File: src/logic/i2m_pkg.sv
// Constants and carrier types of the two-wire bus master.
// Assumes a 100 MHz system clock and open-drain pads outside the design.
package i2m_pkg;

   // ----------------------------------------------------------------
   // Timing
   // ----------------------------------------------------------------
   localparam int unsigned CLK_PERIOD_NS = 10;
   localparam int unsigned SCL_HALF_NS = 1250;
   // Least time, so round up
   localparam int unsigned HALF_CYC =
      (SCL_HALF_NS + CLK_PERIOD_NS - 1) / CLK_PERIOD_NS;
   localparam int TMR_W = 8;
   localparam logic [TMR_W-1:0] HALF_LAST = TMR_W'(HALF_CYC - 1);

   // ----------------------------------------------------------------
   // Packet layout and special addresses
   // ----------------------------------------------------------------
   localparam logic [3:0] BIT_ACK = 4'h8;
   localparam logic [7:0] GEN_CALL_RD = 8'h01;
   localparam logic [3:0] RSVD_HI = 4'hF;
   localparam logic SYNC_RST = 1'h1;

   typedef struct packed {
      logic start;
      logic stop;
      logic read;
      logic last;
      logic [7:0] data;
   } i2m_cmd_s;

   typedef struct packed {
      logic [7:0] data;
      logic nack;
      logic arb_lost;
      logic refused;
   } i2m_rsp_s;

   typedef enum logic [3:0] {
      S_IDLE     = 4'h0,
      S_RS_SDA   = 4'h1,
      S_RS_SCL   = 4'h2,
      S_ST_SDA   = 4'h3,
      S_BIT_LOW  = 4'h4,
      S_BIT_HIGH = 4'h5,
      S_HOLD     = 4'h6,
      S_SP_LOW   = 4'h7,
      S_SP_HIGH  = 4'h8,
      S_SP_SDA   = 4'h9
   } i2m_state_e;

endpackage : i2m_pkg

File: src/logic/i2m_master.sv
// Byte-level master for a shared open-drain two-wire bus.
// Assumes pads resolve the wired-AND from the *_oe outputs.
`timescale 1ns/1ps

module i2m_master (
   input wire logic clk,
   input wire logic reset_n,
   input wire logic cmd_valid,
   input wire i2m_pkg::i2m_cmd_s cmd,
   output logic cmd_ready,
   output logic rsp_valid,
   output i2m_pkg::i2m_rsp_s rsp,
   output logic bus_busy,
   input wire logic scl_i,
   output logic scl_o,
   output logic scl_oe,
   input wire logic sda_i,
   output logic sda_o,
   output logic sda_oe
);

   // ----------------------------------------------------------------
   // Line sampling and phase timer
   // ----------------------------------------------------------------
   logic scl_s;
   logic sda_s;
   logic sda_prev_q;
   logic run;
   logic adv;
   logic take;
   logic eff_start;
   logic refuse;
   logic bit_val;
   logic tx_bit;
   logic lost;
   logic last_bit;
   logic start_seen;

   i2m_pkg::i2m_state_e state_q;
   i2m_pkg::i2m_state_e state_d;
   i2m_pkg::i2m_cmd_s cmd_q;
   logic [7:0] shift_q;
   logic [7:0] rx_q;
   logic [3:0] bit_q;
   logic nack_q;
   logic scl_oe_q;
   logic sda_oe_q;
   logic cmd_ready_q;
   logic rsp_valid_q;
   i2m_pkg::i2m_rsp_s rsp_q;
   logic busy_q;

   i2m_sync #(
      .W(2)
   ) u_sync (
      .clk(clk),
      .reset_n(reset_n),
      .d({scl_i, sda_i}),
      .q({scl_s, sda_s})
   );

   // Count a phase only once the line really shows it, so a slave
   // stretching SCL low simply delays the high phase.
   assign run = scl_oe_q ? !scl_s : scl_s;

   i2m_timer u_timer (
      .clk(clk),
      .reset_n(reset_n),
      .clr(adv || take),
      .run(run),
      .done(adv)
   );

   // ----------------------------------------------------------------
   // Command decode and bit values
   // ----------------------------------------------------------------
   assign take = cmd_valid && cmd_ready_q;
   // Off the bus, every byte is an address and opens with START
   assign eff_start = cmd.start || (state_q == i2m_pkg::S_IDLE);
   assign refuse = eff_start &&
      ((cmd.data == i2m_pkg::GEN_CALL_RD) ||
       (cmd.data[7:4] == i2m_pkg::RSVD_HI));
   assign last_bit = (bit_q == i2m_pkg::BIT_ACK);
   // Receiver acks unless this is its final byte
   assign bit_val = last_bit ?
      (!cmd_q.read || cmd_q.last || cmd_q.stop) :
      (cmd_q.read || shift_q[7]);
   assign tx_bit = last_bit ? cmd_q.read : !cmd_q.read;
   assign lost = !sda_oe_q && !sda_s && tx_bit;

   // ----------------------------------------------------------------
   // Sequencer
   // ----------------------------------------------------------------
   always_comb begin
      state_d = state_q;
      unique case (state_q)
         i2m_pkg::S_IDLE: begin
            if (take && !refuse) begin
               state_d = i2m_pkg::S_RS_SCL;
            end
         end
         i2m_pkg::S_HOLD: begin
            if (take && !refuse) begin
               state_d = cmd.start ? i2m_pkg::S_RS_SDA
                                   : i2m_pkg::S_BIT_LOW;
            end
         end
         i2m_pkg::S_RS_SDA: begin
            if (adv) begin
               state_d = i2m_pkg::S_RS_SCL;
            end
         end
         i2m_pkg::S_RS_SCL: begin
            if (adv) begin
               // Someone else holds SDA: give up before starting
               state_d = sda_s ? i2m_pkg::S_ST_SDA : i2m_pkg::S_IDLE;
            end
         end
         i2m_pkg::S_ST_SDA: begin
            if (adv) begin
               state_d = i2m_pkg::S_BIT_LOW;
            end
         end
         i2m_pkg::S_BIT_LOW: begin
            if (adv) begin
               state_d = i2m_pkg::S_BIT_HIGH;
            end
         end
         i2m_pkg::S_BIT_HIGH: begin
            if (adv) begin
               if (lost) begin
                  state_d = i2m_pkg::S_IDLE;
               end else if (!last_bit) begin
                  state_d = i2m_pkg::S_BIT_LOW;
               end else if (cmd_q.stop) begin
                  state_d = i2m_pkg::S_SP_LOW;
               end else begin
                  state_d = i2m_pkg::S_HOLD;
               end
            end
         end
         i2m_pkg::S_SP_LOW: begin
            if (adv) begin
               state_d = i2m_pkg::S_SP_HIGH;
            end
         end
         i2m_pkg::S_SP_HIGH: begin
            if (adv) begin
               state_d = i2m_pkg::S_SP_SDA;
            end
         end
         i2m_pkg::S_SP_SDA: begin
            if (adv) begin
               state_d = i2m_pkg::S_IDLE;
            end
         end
         default: begin
            state_d = i2m_pkg::S_IDLE;
         end
      endcase
   end

   always_ff @(posedge clk or negedge reset_n) begin
      if (!reset_n) begin
         state_q <= i2m_pkg::S_IDLE;
      end else begin
         state_q <= state_d;
      end
   end

   // ----------------------------------------------------------------
   // Line drivers
   // ----------------------------------------------------------------
   // Pads only ever pull low; the level comes from the enables
   assign scl_o = 1'b0;
   assign sda_o = 1'b0;

   always_ff @(posedge clk or negedge reset_n) begin
      if (!reset_n) begin
         scl_oe_q <= 1'b0;
      end else if (adv) begin
         unique case (state_q)
            i2m_pkg::S_ST_SDA: scl_oe_q <= 1'b1;
            i2m_pkg::S_BIT_HIGH: scl_oe_q <= !lost;
            i2m_pkg::S_BIT_LOW,
            i2m_pkg::S_RS_SDA,
            i2m_pkg::S_SP_LOW: scl_oe_q <= 1'b0;
            default: scl_oe_q <= scl_oe_q;
         endcase
      end
   end

   // Data moves only once SCL is seen low; the synchroniser delay
   // gives hold time after our own falling SCL edge.
   always_ff @(posedge clk or negedge reset_n) begin
      if (!reset_n) begin
         sda_oe_q <= 1'b0;
      end else begin
         unique case (state_q)
            // Released only once SCL is seen low; right after a packet
            // the synchronised SCL may still read high for a cycle.
            i2m_pkg::S_RS_SDA: begin
               if (run) begin
                  sda_oe_q <= 1'b0;
               end
            end
            i2m_pkg::S_RS_SCL: begin
               if (adv && sda_s) begin
                  sda_oe_q <= 1'b1;
               end
            end
            i2m_pkg::S_BIT_LOW: begin
               if (run) begin
                  sda_oe_q <= !bit_val;
               end
            end
            i2m_pkg::S_SP_LOW: begin
               if (run) begin
                  sda_oe_q <= 1'b1;
               end
            end
            i2m_pkg::S_SP_HIGH: begin
               if (adv) begin
                  sda_oe_q <= 1'b0;
               end
            end
            default: begin
               sda_oe_q <= sda_oe_q;
            end
         endcase
      end
   end

   // ----------------------------------------------------------------
   // Shift path
   // ----------------------------------------------------------------
   always_ff @(posedge clk or negedge reset_n) begin
      if (!reset_n) begin
         cmd_q <= '0;
         shift_q <= '0;
         rx_q <= '0;
         bit_q <= '0;
         nack_q <= 1'b0;
      end else if (take && !refuse) begin
         cmd_q <= cmd;
         shift_q <= cmd.data;
         bit_q <= '0;
      end else if (adv && state_q == i2m_pkg::S_BIT_HIGH) begin
         bit_q <= bit_q + 4'h1;
         if (last_bit) begin
            nack_q <= sda_s;
         end else begin
            rx_q <= {rx_q[6:0], sda_s};
            shift_q <= {shift_q[6:0], 1'b0};
         end
      end
   end

   // ----------------------------------------------------------------
   // Bus state seen on the lines
   // ----------------------------------------------------------------
   assign start_seen = scl_s && sda_prev_q && !sda_s;

   always_ff @(posedge clk or negedge reset_n) begin
      if (!reset_n) begin
         sda_prev_q <= i2m_pkg::SYNC_RST;
         busy_q <= 1'b0;
      end else begin
         sda_prev_q <= sda_s;
         if (start_seen) begin
            busy_q <= 1'b1;
         end else if (scl_s && !sda_prev_q && sda_s) begin
            busy_q <= 1'b0;
         end
      end
   end

   // ----------------------------------------------------------------
   // User side
   // ----------------------------------------------------------------
   // Ready drops for a cycle after every take, so commands are
   // spaced at least two cycles apart.
   always_ff @(posedge clk or negedge reset_n) begin
      if (!reset_n) begin
         cmd_ready_q <= 1'b0;
      end else begin
         cmd_ready_q <= !take && ((state_d == i2m_pkg::S_HOLD) ||
            (state_d == i2m_pkg::S_IDLE && !busy_q && !start_seen));
      end
   end

   always_ff @(posedge clk or negedge reset_n) begin
      if (!reset_n) begin
         rsp_valid_q <= 1'b0;
         rsp_q <= '0;
      end else begin
         rsp_valid_q <= 1'b0;
         if (take && refuse) begin
            rsp_valid_q <= 1'b1;
            rsp_q <= '{data: 8'h00, nack: 1'b1, arb_lost: 1'b0,
                       refused: 1'b1};
         end else if (adv && state_q == i2m_pkg::S_RS_SCL && !sda_s) begin
            rsp_valid_q <= 1'b1;
            rsp_q <= '{data: 8'h00, nack: 1'b1, arb_lost: 1'b1,
                       refused: 1'b0};
         end else if (adv && state_q == i2m_pkg::S_BIT_HIGH &&
                      (lost || (last_bit && !cmd_q.stop))) begin
            rsp_valid_q <= 1'b1;
            rsp_q <= '{data: rx_q, nack: sda_s, arb_lost: lost,
                       refused: 1'b0};
         end else if (adv && state_q == i2m_pkg::S_SP_SDA) begin
            rsp_valid_q <= 1'b1;
            rsp_q <= '{data: rx_q, nack: nack_q, arb_lost: 1'b0,
                       refused: 1'b0};
         end
      end
   end

   assign cmd_ready = cmd_ready_q;
   assign rsp_valid = rsp_valid_q;
   assign rsp = rsp_q;
   assign bus_busy = busy_q;
   assign scl_oe = scl_oe_q;
   assign sda_oe = sda_oe_q;
endmodule : i2m_master

File: src/logic/i2m_sync.sv
// Two-stage synchroniser for bus line levels.
// Assumes lines idle high, so both stages reset to one.
`timescale 1ns/1ps
module i2m_sync #(
   parameter int W = 2
) (
   input wire logic clk,
   input wire logic reset_n,
   input wire logic [W-1:0] d,
   output logic [W-1:0] q
);

   logic [W-1:0] meta_q;

   for (genvar i = 0; i < W; i++) begin : g_bit
      always_ff @(posedge clk or negedge reset_n) begin
         if (!reset_n) begin
            meta_q[i] <= i2m_pkg::SYNC_RST;
            q[i] <= i2m_pkg::SYNC_RST;
         end else begin
            meta_q[i] <= d[i];
            q[i] <= meta_q[i];
         end
      end
   end

endmodule : i2m_sync

File: src/logic/i2m_timer.sv
// Half-period timer for SCL phases.
// Counts only while run is high; clr restarts it from zero.
`timescale 1ns/1ps
module i2m_timer (
   input wire logic clk,
   input wire logic reset_n,
   input wire logic clr,
   input wire logic run,
   output logic done
);

   logic [i2m_pkg::TMR_W-1:0] cnt_q;

   assign done = run && (cnt_q == i2m_pkg::HALF_LAST);

   always_ff @(posedge clk or negedge reset_n) begin
      if (!reset_n) begin
         cnt_q <= '0;
      end else if (clr) begin
         cnt_q <= '0;
      end else if (run && !done) begin
         cnt_q <= cnt_q + 1'b1;
      end
   end

endmodule : i2m_timer

File: config.mk
export PLATFORM = sky130hd
export DESIGN_NAME = i2m_master
export DESIGN_NICKNAME = d
export VERILOG_FILES = /design/src/logic/i2m_pkg.sv /design/src/logic/i2m_master.sv /design/src/logic/i2m_sync.sv /design/src/logic/i2m_timer.sv
export SDC_FILE = /design/constraint.sdc
export NUM_CORES = 1
export LEC_CHECK = 0
export BUFFER_PORTS_ARGS = -buffer_cell sky130_fd_sc_hd__buf_2
export CAP_MARGIN = 25
export CORE_ASPECT_RATIO = 0.6
export CORE_UTILIZATION = 35
export CTS_CLUSTER_DIAMETER = 30
export DETAILED_ROUTE_END_ITERATION = 6
export GPL_TIMING_DRIVEN = 0
export PLACE_DENSITY_LB_ADDON = 0.25
export SLEW_MARGIN = 20
export SYNTH_ARGS = -nofsm -noshare
export SYNTH_HDL_FRONTEND = slang
export SYNTH_SLANG_ARGS = --single-unit
File: constraint.sdc
create_clock -name clk -period 3.3 [get_ports clk]
set_clock_uncertainty 0.1 [all_clocks]
set_input_delay 0.33 -clock clk [delete_from_list [all_inputs] [get_ports clk]]
set_output_delay 0.33 -clock clk [all_outputs]
set_load 0.1 [all_outputs]
**Yosys cells after proc, flatten, opt, wreduce, memory -nomap -nowiden**

Cells that the tools add are included.
Widths: inputs -> output; s select.

- Register bits after elaboration: 57
- Bits of input ports: 17
- Logic and storage cells: 147

- $add $sub $neg: 2
- Eq/ne operators: 20
- Multiplexer cells: 43
- Bitwise logic cells: 2
- Reduce and logical (&&, ||, !) cells: 57

Operators by type and width:

| operator | count |
|---|---|
| $mux 4 | 12 |
| $mux 11 | 4 |
| $mux 8 | 5 |
| $pmux 4 s10 | 1 |
| $logic_and 1x1->1 | 22 |
| $eq 4x3->1 const B | 5 |
| $eq 4x4->1 const B | 4 |
| $mux 1 | 15 |
| $logic_not 1->1 | 13 |
| $add 8x1->8 const B | 1 |
| $eq 4x2->1 const B | 2 |
| $eq 8x1->1 const B | 1 |
| $eq 8x7->1 const B | 1 |
| $logic_not 4->1 | 2 |
| $logic_or 1x1->1 | 8 |
| $ne 2x1->1 const B | 4 |
| $mux 3 | 2 |
| $reduce_and 3->1 | 2 |
| $reduce_and 6->1 | 1 |
| $reduce_bool 2->1 | 3 |
| $pmux 1 s5 | 1 |
| $reduce_bool 5->1 | 1 |
| $add 4x1->4 const B | 1 |
| $eq 4x1->1 const B | 1 |
| other kinds (8) | 12 |

**Logic depth before layout (Yosys ltp)**

Gate-level depths: netlist (run 1).

- Depth after elaboration: 12
- Depth in mapped cells: 9
- Depth with buffers taken out: 8

**Cells and area by module**

A second synthesis (run 1) with hierarchy kept.

- Cell total of the unflattened synthesis: 308
- Area, all modules: 3138.0 µm²

Modules (own cells, without submodules):

| module | times used | cells an instance | area each (µm²) | sequential area each (µm²) |
|---|---|---|---|---|
| i2m_master | 1 | 253 | 2509.9 | 1127.3 |
| i2m_timer | 1 | 51 | 523.0 | 200.2 |
| i2m_sync | 1 | 4 | 105.1 | 105.1 |

**Worst setup path before layout (run 1)**

Ideal clock, no wire load.

- Kind: register -> register
- Start: reg scl_oe_q, in the netlist scl_oe
- End: reg rx_q[0]
- Arrival: 2.691 ns
- Required time: 3.072 ns
- Setup slack: 0.382 ns
- Stages on the path, launching flop included: 8
- Buffers on the path: 1
- Path through: dfrtp_1 -> xnor2_1 -> or3_1 -> buf_2 -> nor2_4 -> nand2_4 -> nor2_8 -> mux2_1

- Cells in the longest elaborated chain, start to end: 4

RTL lines:

| what | line | source |
|---|---|---|
| start: declaration | i2m_master.sv:46 | `logic scl_oe_q;` |
| start signal: assignment | i2m_master.sv:184 | `i2m_pkg::S_BIT_HIGH: scl_oe_q <= !lost;` |
| start signal: assignment | i2m_master.sv:188 | `default: scl_oe_q <= scl_oe_q;` |
| $mux 1 | i2m_master.sv:64 | `assign run = scl_oe_q ? !scl_s : scl_s;` |
| $logic_and 1x1->1 | i2m_timer.sv:14 | `assign done = run && (cnt_q == i2m_pkg::HALF_LAST);` |
| $logic_and 1x1->1 | i2m_master.sv:248 | `end else if (adv && state_q == i2m_pkg::S_BIT_HIGH) begin` |
| $reduce_and 3->1 (no source line) | - |  |
| end signal: assignment | i2m_master.sv:253 | `rx_q <= {rx_q[6:0], sda_s};` |
| end: declaration | i2m_master.sv:43 | `logic [7:0] rx_q;` |

Every way passes these cells.
A chain may end at the register's enable or synchronous reset.

**Worst setup path after layout (run 1)**

- Start: reg u_sync.q[1]
- End: reg rx_q[3]

- Cells in the longest elaborated chain, start to end: 5

RTL lines:

| what | line | source |
|---|---|---|
| start: declaration | i2m_sync.sv:10 | `output logic [W-1:0] q` |
| start signal: indexed assignment | i2m_sync.sv:19 | `q[i] <= i2m_pkg::SYNC_RST;` |
| start signal: indexed assignment | i2m_sync.sv:22 | `q[i] <= meta_q[i];` |
| $logic_not 1->1 | i2m_master.sv:64 |  |
| $mux 1 (*) | i2m_master.sv:64 |  |
| $logic_and 1x1->1 (*) | i2m_timer.sv:14 |  |
| $logic_and 1x1->1 (*) | i2m_master.sv:248 |  |
| $reduce_and 3->1 (no source line) (*) | - |  |

Every way passes the cells marked *; elsewhere a longest branch is shown, timed or not.

==> summary.md, run 1 <==
| Metric | Value |
|---|---|
| Status | complete, no violations |
| Gr usage total | 16.2% |
| Peak Freq | 0.377 GHz |
| IO Pins | 35 |
| Hold WC Path Type | primary input to flop |
| Die area | 8720 µm² |
| Top cells by area, synth | dfrtp_1 (45%), mux2i_1 (6.2%), nand2_1 (4.9%), dfstp_2 (4.5%), mux2_1 (3.9%) |
| Worst slew pin tran | 0.797 ns |
| Area share of the largest cell type after synthesis | 44.6% |
| Synthesized instance count | 292 |
| Initial DRC Count | 136 |
| DRC | 0 |
| VDD IR-drop max | 0.277 mV |
| Final period utilization | 80.3% |
| Core area | 7980 µm² |
| Final wirelength | 6.30 mm |
| Final Instance Area | 3520 µm² |
| CP Class | flop to flop |
| Area Growth Syn to Fin | 20.8% |
| Grt ovf | 0 |
| Setup_tns | 0 ns |
| EDFF count, synth | 0 |
| Antenna cells | 0 |
| Tot Pwr | 1.73 mW |
| Buf+Inv Stages, Crit Path | 1 |
| Wire per inst | 13.9 µm |
| Share of layout cells above drive strength 1 | 18.3% |
| CP Data Required Time | 3.41 ns |
| Mapped Area | 2920 µm² |
| FILL cells | 792 |
| Period minus WS final | 2.65 ns |
| Finish-stage setup viols | 0 |
| Num CTS Buffers | 9 |
| Placer Congestion | 0.829 |
| Dominant delay contributor by cell family on the critical path | simple AND/OR/NAND/NOR gates |
| RSZ-0062 raised after global routing | no |
| Vias in the first global route | 2039 |
| Sequential share of the synthesized area | 49.1% |
| Clock Latency Late Sink | 0.33 ns |
| Initial antenna violation count | 0 |
| Worst path max stage delay | 0.60 ns |
| CTS Buffer Depth | 2 |
| DR vias/cell | 4.92 |
| First-pass GRT wire length | 10.4 mm |
| Root buffer cell | clkbuf_16 |
| Most frequent cell after synthesis | dfrtp_1 |
| Total iterations of the first detailed-routing run | 4 |
| CTS tree | built |
| Yosys warns | 0 |
| H-tree levels | 3 |
| Yosys top cell by area | dfrtp_1 |
| Synth Flop Type | dfrtp_1 |
| Multi-input logic area | 1370 µm² |
| Critical Path End Type | flop |
| Placed cell areas | 3220 µm² |
| Pwr/cell area | 491 nW/µm² |
| DP Cell Count | 433 |
| Max_cap viols | 0 |
| CP Launch Type | flop |
| Hold Fails Final Rpt | 0 |
| Hpwl dp | 4.63 mm |
| Reg clk slew, reported paths | 0.05 ns |
| Sink Count | 57 |
| Syn_area_per_cell | 9.99 µm² |
| Leakage | 1.57 nW |
| Crit-path cells | xnor2_1 -> or3_1 -> buf_2 -> nor2_4 -> nand2_4 -> nor2_8 -> mux2_1 |
| Worst-path cell with the longest stage delay | dfstp_2 |
| Largest net degree at the start of global routing | 58 |
| Finished Layout Cells | 452 |
| Distinct cells, synth | 54 |
| Number of buffers added on ports | 32 |
| WHS | 0.0907 ns |
| Routed Antenna Nets | 0 |
| Vias | 2224 |
| Crit path arrival time | 2.76 ns |
| Initial Utilization | 36.6% |
| Async S/R FF share, synth | 100% |
| Slew Limit Fails | 0 |
| # rows | 25 |
| Top post-synthesis cells by count | dfrtp_1 (52), nand2_1 (38), nor2_1 (30), mux2i_1 (18), o21ai_1 (12) |
| Max Fanout on Critical Path | 10 |
| Register area | 1430 µm² |
| Chip width | 120 µm |
| Layout net count | 360 |
| Seq cells post-synth | 57 |
| Die Y | 72.7 µm |
| Rel. slew slack | 46.1% |
==> layout make-up <==
class,instances,share of cell area (%)
buffer,15,2.27
clock buffer,10,6.50
clock inverter,6,1.28
inverter,10,1.07
multi-input combinational,211,38.9
sequential,57,40.7
tap,108,3.84
timing repair buffer,35,5.47
==> logic make-up (layout without fill, tap and decap cells) <==
kind of cell,after synthesis,in the layout,synth area share [%]
compound gates,49,49,11.2
buf+inv,25,76,4.03
fa+ha+maj,4,4,1.72
xor+xnor,12,12,3.60
flops,57,57,49.1
mux,28,28,10.0
other cells,1,2,0.129
simple gates,116,116,20.2
==> worst reg2reg max path, delay by kind of cell (launching register included) <==
kind	cells	cell delay [ns]
buffers and inverters	1	0.21
AND/OR/NAND/NOR	4	1.08
multiplexers	1	0.35
flip-flops	1	0.60
XOR/XNOR	1	0.19
==> per-layer routing <==
layer	track usage, %	wire length [µm]	share of wire, %	vias to the layer above
li1	-	-	-	1110
met1	25.1	3370	53	1038
met2	19.5	2250	36	70
met3	6.64	614	9.7	6
met4	5.28	68	1.1	0
met5	0	0	0	-
==> layout by cell type, fill, tap and decap left out, drive strengths merged, types with 3 or more instances in the layout <==
master | synthesis | final
xor2 | 9 | 9
or2 | 4 | 4
nand3b | 3 | 3
clkinv | 0 | 3
nor3 | 7 | 7
inv | 10 | 10
nor2 | 32 | 32
mux2 | 10 | 10
a31oi | 3 | 3
xnor2 | 3 | 3
dlygate4sd3 | 0 | 3
nand4 | 6 | 6
dfrtp | 52 | 52
nand3 | 4 | 4
dfstp | 5 | 5
buf | 5 | 37
mux2i | 18 | 18
nand2b | 4 | 4
clkinvlp | 0 | 3
ha | 4 | 4
a21oi | 10 | 10
nand2 | 39 | 39
clkbuf | 10 | 20
nor4 | 3 | 3
o21ai | 20 | 20
==> worst paths after layout <==
kind | to | cells past startpoint | slack, ns | from
min in group asynchronous | shift_q[4] | 2 | 0.50 | reset_n
worst max register to register | rx_q[3] | 7 | 0.65 | u_sync.q[1]
worst min-delay path | cmd_q[10] | 3 | 0.09 | cmd[10]
worst max-delay path | rx_q[3] | 7 | 0.65 | u_sync.q[1]
worst min register to register | u_sync.q[0] | 0 | 0.25 | u_sync.meta_q[0]
max in group asynchronous | sda_oe | 2 | 2.09 | reset_n
==> state kept, by name (all words and copies together) (netlist names), 2 cells and up <==
signal	count
rsp	11
rx_q	8
shift_q	8
u_timer.cnt_q	8
bit_q	4
state_q	4
cmd_q	3
u_sync.meta_q	2
u_sync.q	2
==> power breakdown <==
part | internal, mW | switching [mW] | leakage [nW]
logic | 0.0440 | 0.0754 | 0.780
clock network | 0.507 | 0.327 | 0.125
registers | 0.737 | 0.0399 | 0.666
total | 1.29 | 0.442 | 1.57
==> per-stage QoR <==
| step | worst slack [ns] | util, % |
|---|---|---|
| detailed placement | 0.653 | 40.4 |
| floorplan | 0.382 | - |
| global route | 0.495 | 44.2 |
| global placement | 0.667 | 40.3 |
| finish | 0.650 | 44.2 |
| CTS | 0.638 | 44.2 |
==> timing repair <==
item	CTS	global route
hold buffers	3	0
gates resized for setup	0	0
hold endpoints to repair	54	0
setup buffers	0	0
No activity file was read; power rests on OpenSTA's default activity.
==> run 2: changes to the inputs <==
Clock period 3.3 ns to 2.4 ns, I/O delays scaled along.
==> summary.md, run 2 (synthesized netlist as in run 1, its figures left out) <==
| Metric | Value |
|---|---|
| Reg2reg end | rx_q[1] |
| Most common cell after layout, fill and taps aside | dfrtp_1 |
| Die Y | 72.7 µm (unchanged) |
| DP Worst Slack | -0.205 ns (-0.858 ns) |
| Placer Congestion | 0.850 (+2.6%) |
| Period minus WS final | 2.36 ns (-0.290 ns) |
| Total iterations of the first detailed-routing run | 4 (unchanged) |
| Vias in the first global route | 2182 (+7.0%) |
| Worst path max stage delay | 0.44 ns (-0.16 ns) |
| CP Class | flop to flop |
| Hold WC Path Type | primary input to flop |
| Flop pwr share | 41.3% (-3.6 points) |
| Setup ws final | 0.0406 ns (-0.610 ns) |
| Pwr/cell area | 680 nW/µm² (+38%) |
| IO Pins | 35 (unchanged) |
| Hpwl dp | 4.60 mm (-0.54%) |
| Net Sw Frac | 24.0% (-1.5 points) |
| Worst Setup EP | rx_q[1] |
| Status | complete, no violations |
| Core area | 7980 µm² (unchanged) |
| Worst Setup SP | u_timer.cnt_q[0] |
| Final wirelength | 6.78 mm (+7.5%) |
| Worst Reg-to-Reg Cells | 9 (+2) |
| Final period utilization | 98.3% (+18 points) |
| Crit-path cells | inv_2 -> ha_4 -> nand3b_1 -> or3_4 -> buf_8 -> nor2_4 -> nand2_8 -> nor2_8 -> mux2_1 |
| Rel. slew slack | 52.2% (+6.0 points) |
| CP Launch Type | flop |
| Hold Fails Final Rpt | 0 (unchanged) |
| CP Data Required Time | 2.51 ns (-0.90 ns) |
| Antenna cells | 0 (unchanged) |
| Max_cap viols | 0 (unchanged) |
| Slew Limit Fails | 0 (unchanged) |
| Placed cell areas | 3250 µm² (+0.93%) |
| Num CTS Buffers | 9 (unchanged) |
| Layout net count | 371 (+3.1%) |
| VDD IR-drop max | 0.367 mV (+32%) |
| Chip width | 120 µm (unchanged) |
| Setup_tns | 0 ns (unchanged) |
| Largest net degree at the start of global routing | 58 (unchanged) |
| Number of buffers added on ports | 32 (unchanged) |
| Comb power frac | 7.8% (+0.9 points) |
| H-tree levels | 3 (unchanged) |
| Buf+Inv Stages, Crit Path | 2 (+1) |
| Initial antenna violation count | 0 (unchanged) |
| FILL cells | 737 (-6.9%) |
| RSZ-0062 raised after global routing | yes |
| Peak Freq | 0.424 GHz (+12%) |
| # rows | 25 (unchanged) |
| Critical Path End Type | flop |
| Final Instance Area | 3790 µm² (+7.5%) |
| Grt ovf | 0 (unchanged) |
| Crit path arrival time | 2.46 ns (-0.30 ns) |
| Initial DRC Count | 142 (+4.4%) |
| Psw | 0.618 mW (+40%) |
| Levels on crit path | 9 (+2) |
| DR vias/cell | 5.06 (+2.9%) |
| Clock Latency Late Sink | 0.32 ns (about the same) |
| Routed Antenna Nets | 0 (unchanged) |
| Final core utilization | 47.5% (+3.3 points) |
| Gr usage total | 17.0% (+0.77 points) |
| Finish-stage setup viols | 0 (unchanged) |
| Wire per inst | 14.6 µm (+5.0%) |
| Die area | 8720 µm² (unchanged) |
| Vias | 2344 (+5.4%) |
| DRC | 0 (unchanged) |
| Max Fanout on Critical Path | 8 (-2) |
| P_int | 1.96 mW (+52%) |
| First-pass GRT wire length | 11.1 mm (+5.9%) |
| Leakage | 1.69 nW (+7.5%) |
| Tot Pwr | 2.58 mW (+49%) |
| CTS tree | built |
| Worst-path cell with the longest stage delay | or3_4 |
| Most frequent cells in the layout | dfrtp_1 (49), nand2_1 (38), buf_2 (31) |
| Reg clk slew, reported paths | 0.05 ns (about the same) |
| CTS Buffer Depth | 2 (unchanged) |
| Share of layout cells above drive strength 1 | 25.9% (+7.6 points) |
| Area Growth Syn to Fin | 29.8% |
| Root buffer cell | clkbuf_16 |
| Initial Utilization | 36.6% (unchanged) |
| Clk pwr share | 50.9% (+2.7 points) |
| Worst slew pin tran | 0.717 ns (-0.0794 ns) |
| Max reg flops | 11 (unchanged) |
| Dominant delay contributor by cell family on the critical path | simple AND/OR/NAND/NOR gates |
| Sink Count | 57 (unchanged) |
| Setup slack, reg-to-reg | 0.04 ns (-0.61 ns) |
| Worst r2r src | u_timer.cnt_q[0] |
==> run 2: cell type report <==
| cell class | instances | area (µm²) | share of cell area, % |
|---|---|---|---|
| Inverter | 10 | 37.5 | 0.991 |
| Timing Repair Buffer | 48 | 297 | 7.83 |
| Tap cell | 108 | 135 | 3.57 |
| Clock inverter | 5 | 62.6 | 1.65 |
| Clock buffer | 11 | 253 | 6.67 |
| Buffer | 13 | 83.8 | 2.21 |
| Sequential cell | 57 | 1440 | 38.0 |
| Multi-Input combinational cell | 211 | 1480 | 39.1 |
==> run 2: worst min-delay path: stages <==
cell	delay, ns
buf_2	0.07
nand2_1	0.04
nand2_1	0.05
==> run 2: power groups by stage <==
stage	clock (mW)	sequential (mW)	combinational (mW)
3_3_place_gp	0	1.08	0.159
6_report	1.31	1.06	0.201
4_1_cts	1.34	1.06	0.191
2_1_floorplan	0	1.09	0.0945
5_1_grt	1.39	1.07	0.227
3_5_place_dp	0	1.08	0.163
==> run 2: through the flow <==
step                std cells  hold WS (ns)
CTS                       461       0.00108
global route              463       0.00788
finish                    463        0.0108
global placement          433         0.245
detailed placement        433         0.245
floorplan                 293        -0.156
==> run 2: metal layers <==
layer	share of wire, %	vias to the layer above	track usage (%)
li1	-	1134	-
met1	52	1133	26.4
met2	40	73	21.1
met3	7.5	4	5.78
met4	0.84	0	5.56
met5	0	-	0
==> run 2: timing repair <==
action / CTS / global route
setup buffers: 7 / 4
cloned: 1 / 0
hold endpoints to repair: 55 / 0
setup endpoints to repair: 20 / 25
gates resized for setup: 7 / 15
hold buffers: 4 / 0
pin swaps: 5 / 6
==> run 2: how the worst min path moves through the flow <==
| stage | cells after the start | startpoint | end | slack [ns] |
|---|---|---|---|---|
| 6_report | 3 | cmd[8] | cmd_q[8] | 0.01 |
| 3_3_place_gp | 0 | u_sync.meta_q[1] | u_sync.q[1] | 0.25 |
| 5_1_grt | 3 | cmd[8] | cmd_q[8] | 0.008 |
| 3_5_place_dp | 1 | reset_n | shift_q[4] | 0.25 |
| 4_1_cts | 3 | cmd[8] | cmd_q[8] | 0.001 |
| 2_1_floorplan | 0 | reset_n | bit_q[0] | -0.16 |
==> run 3: changes to the inputs <==
Settings changed: CELL_PAD_IN_SITES_DETAIL_PLACEMENT set to 2, CELL_PAD_IN_SITES_GLOBAL_PLACEMENT set to 2, CORE_UTILIZATION 35 to 33.
==> summary.md, run 3 (synthesized netlist as in run 1, its figures left out) <==
| Metric | Value |
|---|---|
| Status | complete, no violations |
| Pwr/cell area | 665 nW/µm² (-2.2%) |
| Critical Path End Type | flop |
| Finish-stage setup viols | 0 (unchanged) |
| Gr usage total | 21.2% (+4.2 points) |
| Sink Count | 57 (unchanged) |
| Final period utilization | 97.5% (-0.83 points) |
| Initial antenna violation count | 0 (unchanged) |
| Worst path max stage delay | 0.41 ns (-0.03 ns) |
| Most common cell after layout, fill and taps aside | dfrtp_1 |
| RSZ-0062 raised after global routing | yes |
| Crit-path cells | inv_2 -> ha_2 -> nand3b_1 -> or3_4 -> buf_8 -> nor2_4 -> nand2_8 -> nor2_8 -> mux2_4 |
| Final wirelength | 8.95 mm (+32%) |
| Tot Pwr | 2.59 mW (+0.41%) |
| Net Sw Frac | 23.5% (-0.54 points) |
| Comb power frac | 7.9% (about the same) |
| CTS Buffer Depth | 2 (unchanged) |
| CP Class | flop to flop |
| CP Data Required Time | 2.50 ns (about the same) |
| Antenna cells | 0 (unchanged) |
| Hold Path Depth | 3 (unchanged) |
| Slew Limit Fails | 0 (unchanged) |
| Grt ovf | 0 (unchanged) |
| Worst-path cell with the longest stage delay | or3_4 |
| Final core utilization | 45.5% (-2.0 points) |
| Flop pwr share | 41.3% (about the same) |
| P_int | 1.98 mW (+1.1%) |
| Total iterations of the first detailed-routing run | 4 (unchanged) |
| Max reg flops | 11 (unchanged) |
| Setup_tns | 0 ns (unchanged) |
| Core area | 8560 µm² (+7.3%) |
| Number of buffers added on ports | 32 (unchanged) |
| Vias | 2440 (+4.1%) |
| Routed Antenna Nets | 0 (unchanged) |
| CP Launch Type | flop |
| Hold Fails Final Rpt | 0 (unchanged) |
| Largest net degree at the start of global routing | 58 (unchanged) |
| Clk pwr share | 50.7% (-0.2 points) |
| Area Growth Syn to Fin | 33.3% |
| Initial Utilization | 34.1% (-2.5 points) |
| Setup slack, reg-to-reg | 0.06 ns (+0.02 ns) |
| Max Fanout on Critical Path | 8 (unchanged) |
| FILL cells | 936 (+27%) |
| First-pass GRT wire length | 14.3 mm (+29%) |
| Worst Reg-to-Reg Cells | 9 (unchanged) |
| # rows | 26 (+4.0%) |
| Clock Latency Late Sink | 0.33 ns (about the same) |
| Reg clk slew, reported paths | 0.05 ns (about the same) |
| Chip width | 123 µm (+2.9%) |
| Die Y | 74.8 µm (+2.9%) |
| Period minus WS final | 2.34 ns (-0.0200 ns) |
| DRC | 0 (unchanged) |
| DR vias/cell | 5.12 (+1.0%) |
| Die area | 9230 µm² (+5.9%) |
| Levels on crit path | 9 (unchanged) |
| Share of layout cells above drive strength 1 | 31.8% (+5.9 points) |
| Most frequent cells in the layout | dfrtp_1 (47), nand2_1 (37), buf_2 (31) |
| Leakage | 1.74 nW (+3.3%) |
| Placer Congestion | 0.846 (-0.53%) |
| Root buffer cell | clkbuf_16 |
| H-tree levels | 3 (unchanged) |
| Vias in the first global route | 2639 (+21%) |
| Dominant delay contributor by cell family on the critical path | simple AND/OR/NAND/NOR gates |
| IO Pins | 35 (unchanged) |
| Rel. slew slack | 49.7% (-2.5 points) |
| Psw | 0.607 mW (-1.8%) |
| Max_cap viols | 0 (unchanged) |
| Wire per inst | 18.8 µm (+28%) |
| Peak Freq | 0.427 GHz (+0.85%) |
| CTS tree | built |
| Crit path arrival time | 2.44 ns (-0.02 ns) |
| VDD IR-drop max | 0.322 mV (-12%) |
| Layout net count | 381 (+2.7%) |
| Num CTS Buffers | 9 (unchanged) |
| Initial DRC Count | 75 (-47%) |
| Buf+Inv Stages, Crit Path | 2 (unchanged) |
| Worst slew pin tran | 0.755 ns (+0.0376 ns) |
| Hold WC Path Type | primary input to flop |
| Hpwl dp | 5.97 mm (+30%) |
[run 3: cell count changes in the layout (fill, tap and decap cells not counted), sizes merged]
cell	delta
clkbuf	+4
clkinvlp	-2
buf	+9
inv	-1
[run 3: timing repair]
item,4_1_cts,5_1_grt
setup endpoints to repair,33,36
endpoints found under the hold margin,55,0
pin swaps,5,7
buffers inserted,12,8
hold buffers,4,0
resized for setup,12,27
gates cloned,0,1
[run 3: area by class of cell]
class                           instances  area [µm²]  area share [%]
Sequential cell                        57        1440            37.1
Inverter                               10        37.5           0.965
Clock buffer                           14         274            7.04
Buffer                                 14        92.6            2.38
Timing Repair Buffer                   57         364            9.36
Clock inverter                          2        35.0           0.901
Multi-Input combinational cell        211        1510            38.7
Tap cell                              112         140            3.60
[run 3: worst paths after layout]
| path | end | startpoint |
|---|---|---|
| max in group asynchronous | scl_oe | reset_n |
| min reg2reg | u_sync.q[0] | u_sync.meta_q[0] |
| min | cmd_q[10] | cmd[10] |
| max | rx_q[7] | u_timer.cnt_q[0] |
| max reg2reg | rx_q[7] | u_timer.cnt_q[0] |
| min in group asynchronous | rsp_valid | reset_n |
[run 3: through the flow]
step	cell area (µm²)	hold WS [ns]	setup slack (ns)	instances
final	3890	0.0160	0.0605	477
after global routing	3890	0.0335	-0.0175	477
after CTS	3760	0.0101	0.000910	469
after detailed placement	3250	0.248	-0.405	437
after global placement	3250	0.247	-0.361	437
after floorplan	2950	-0.156	0.0545	293
[run 3: layer usage]
layer	GRT usage, %	vias to the layer above	part of all wire (%)
met5	0	-	0
met4	6.29	0	1.1
met3	5.91	11	3.9
met2	33.6	35	46
met1	28.6	1243	49
li1	-	1151	-
[run 3: worst min-delay path, cell delays in order]
cell and delay, ns:
buf_2 0.08, nand2_1 0.04, nand2_1 0.05
[run 3: power groups by stage]
| stage | Combinational (mW) | Clock [mW] | Sequential [mW] |
|---|---|---|---|
| floorplan | 0.0945 | 0 | 1.09 |
| finish | 0.205 | 1.31 | 1.07 |
| global placement | 0.161 | 0 | 1.09 |
| detailed placement | 0.168 | 0 | 1.09 |
| global route | 0.231 | 1.39 | 1.08 |
| CTS | 0.202 | 1.34 | 1.07 |
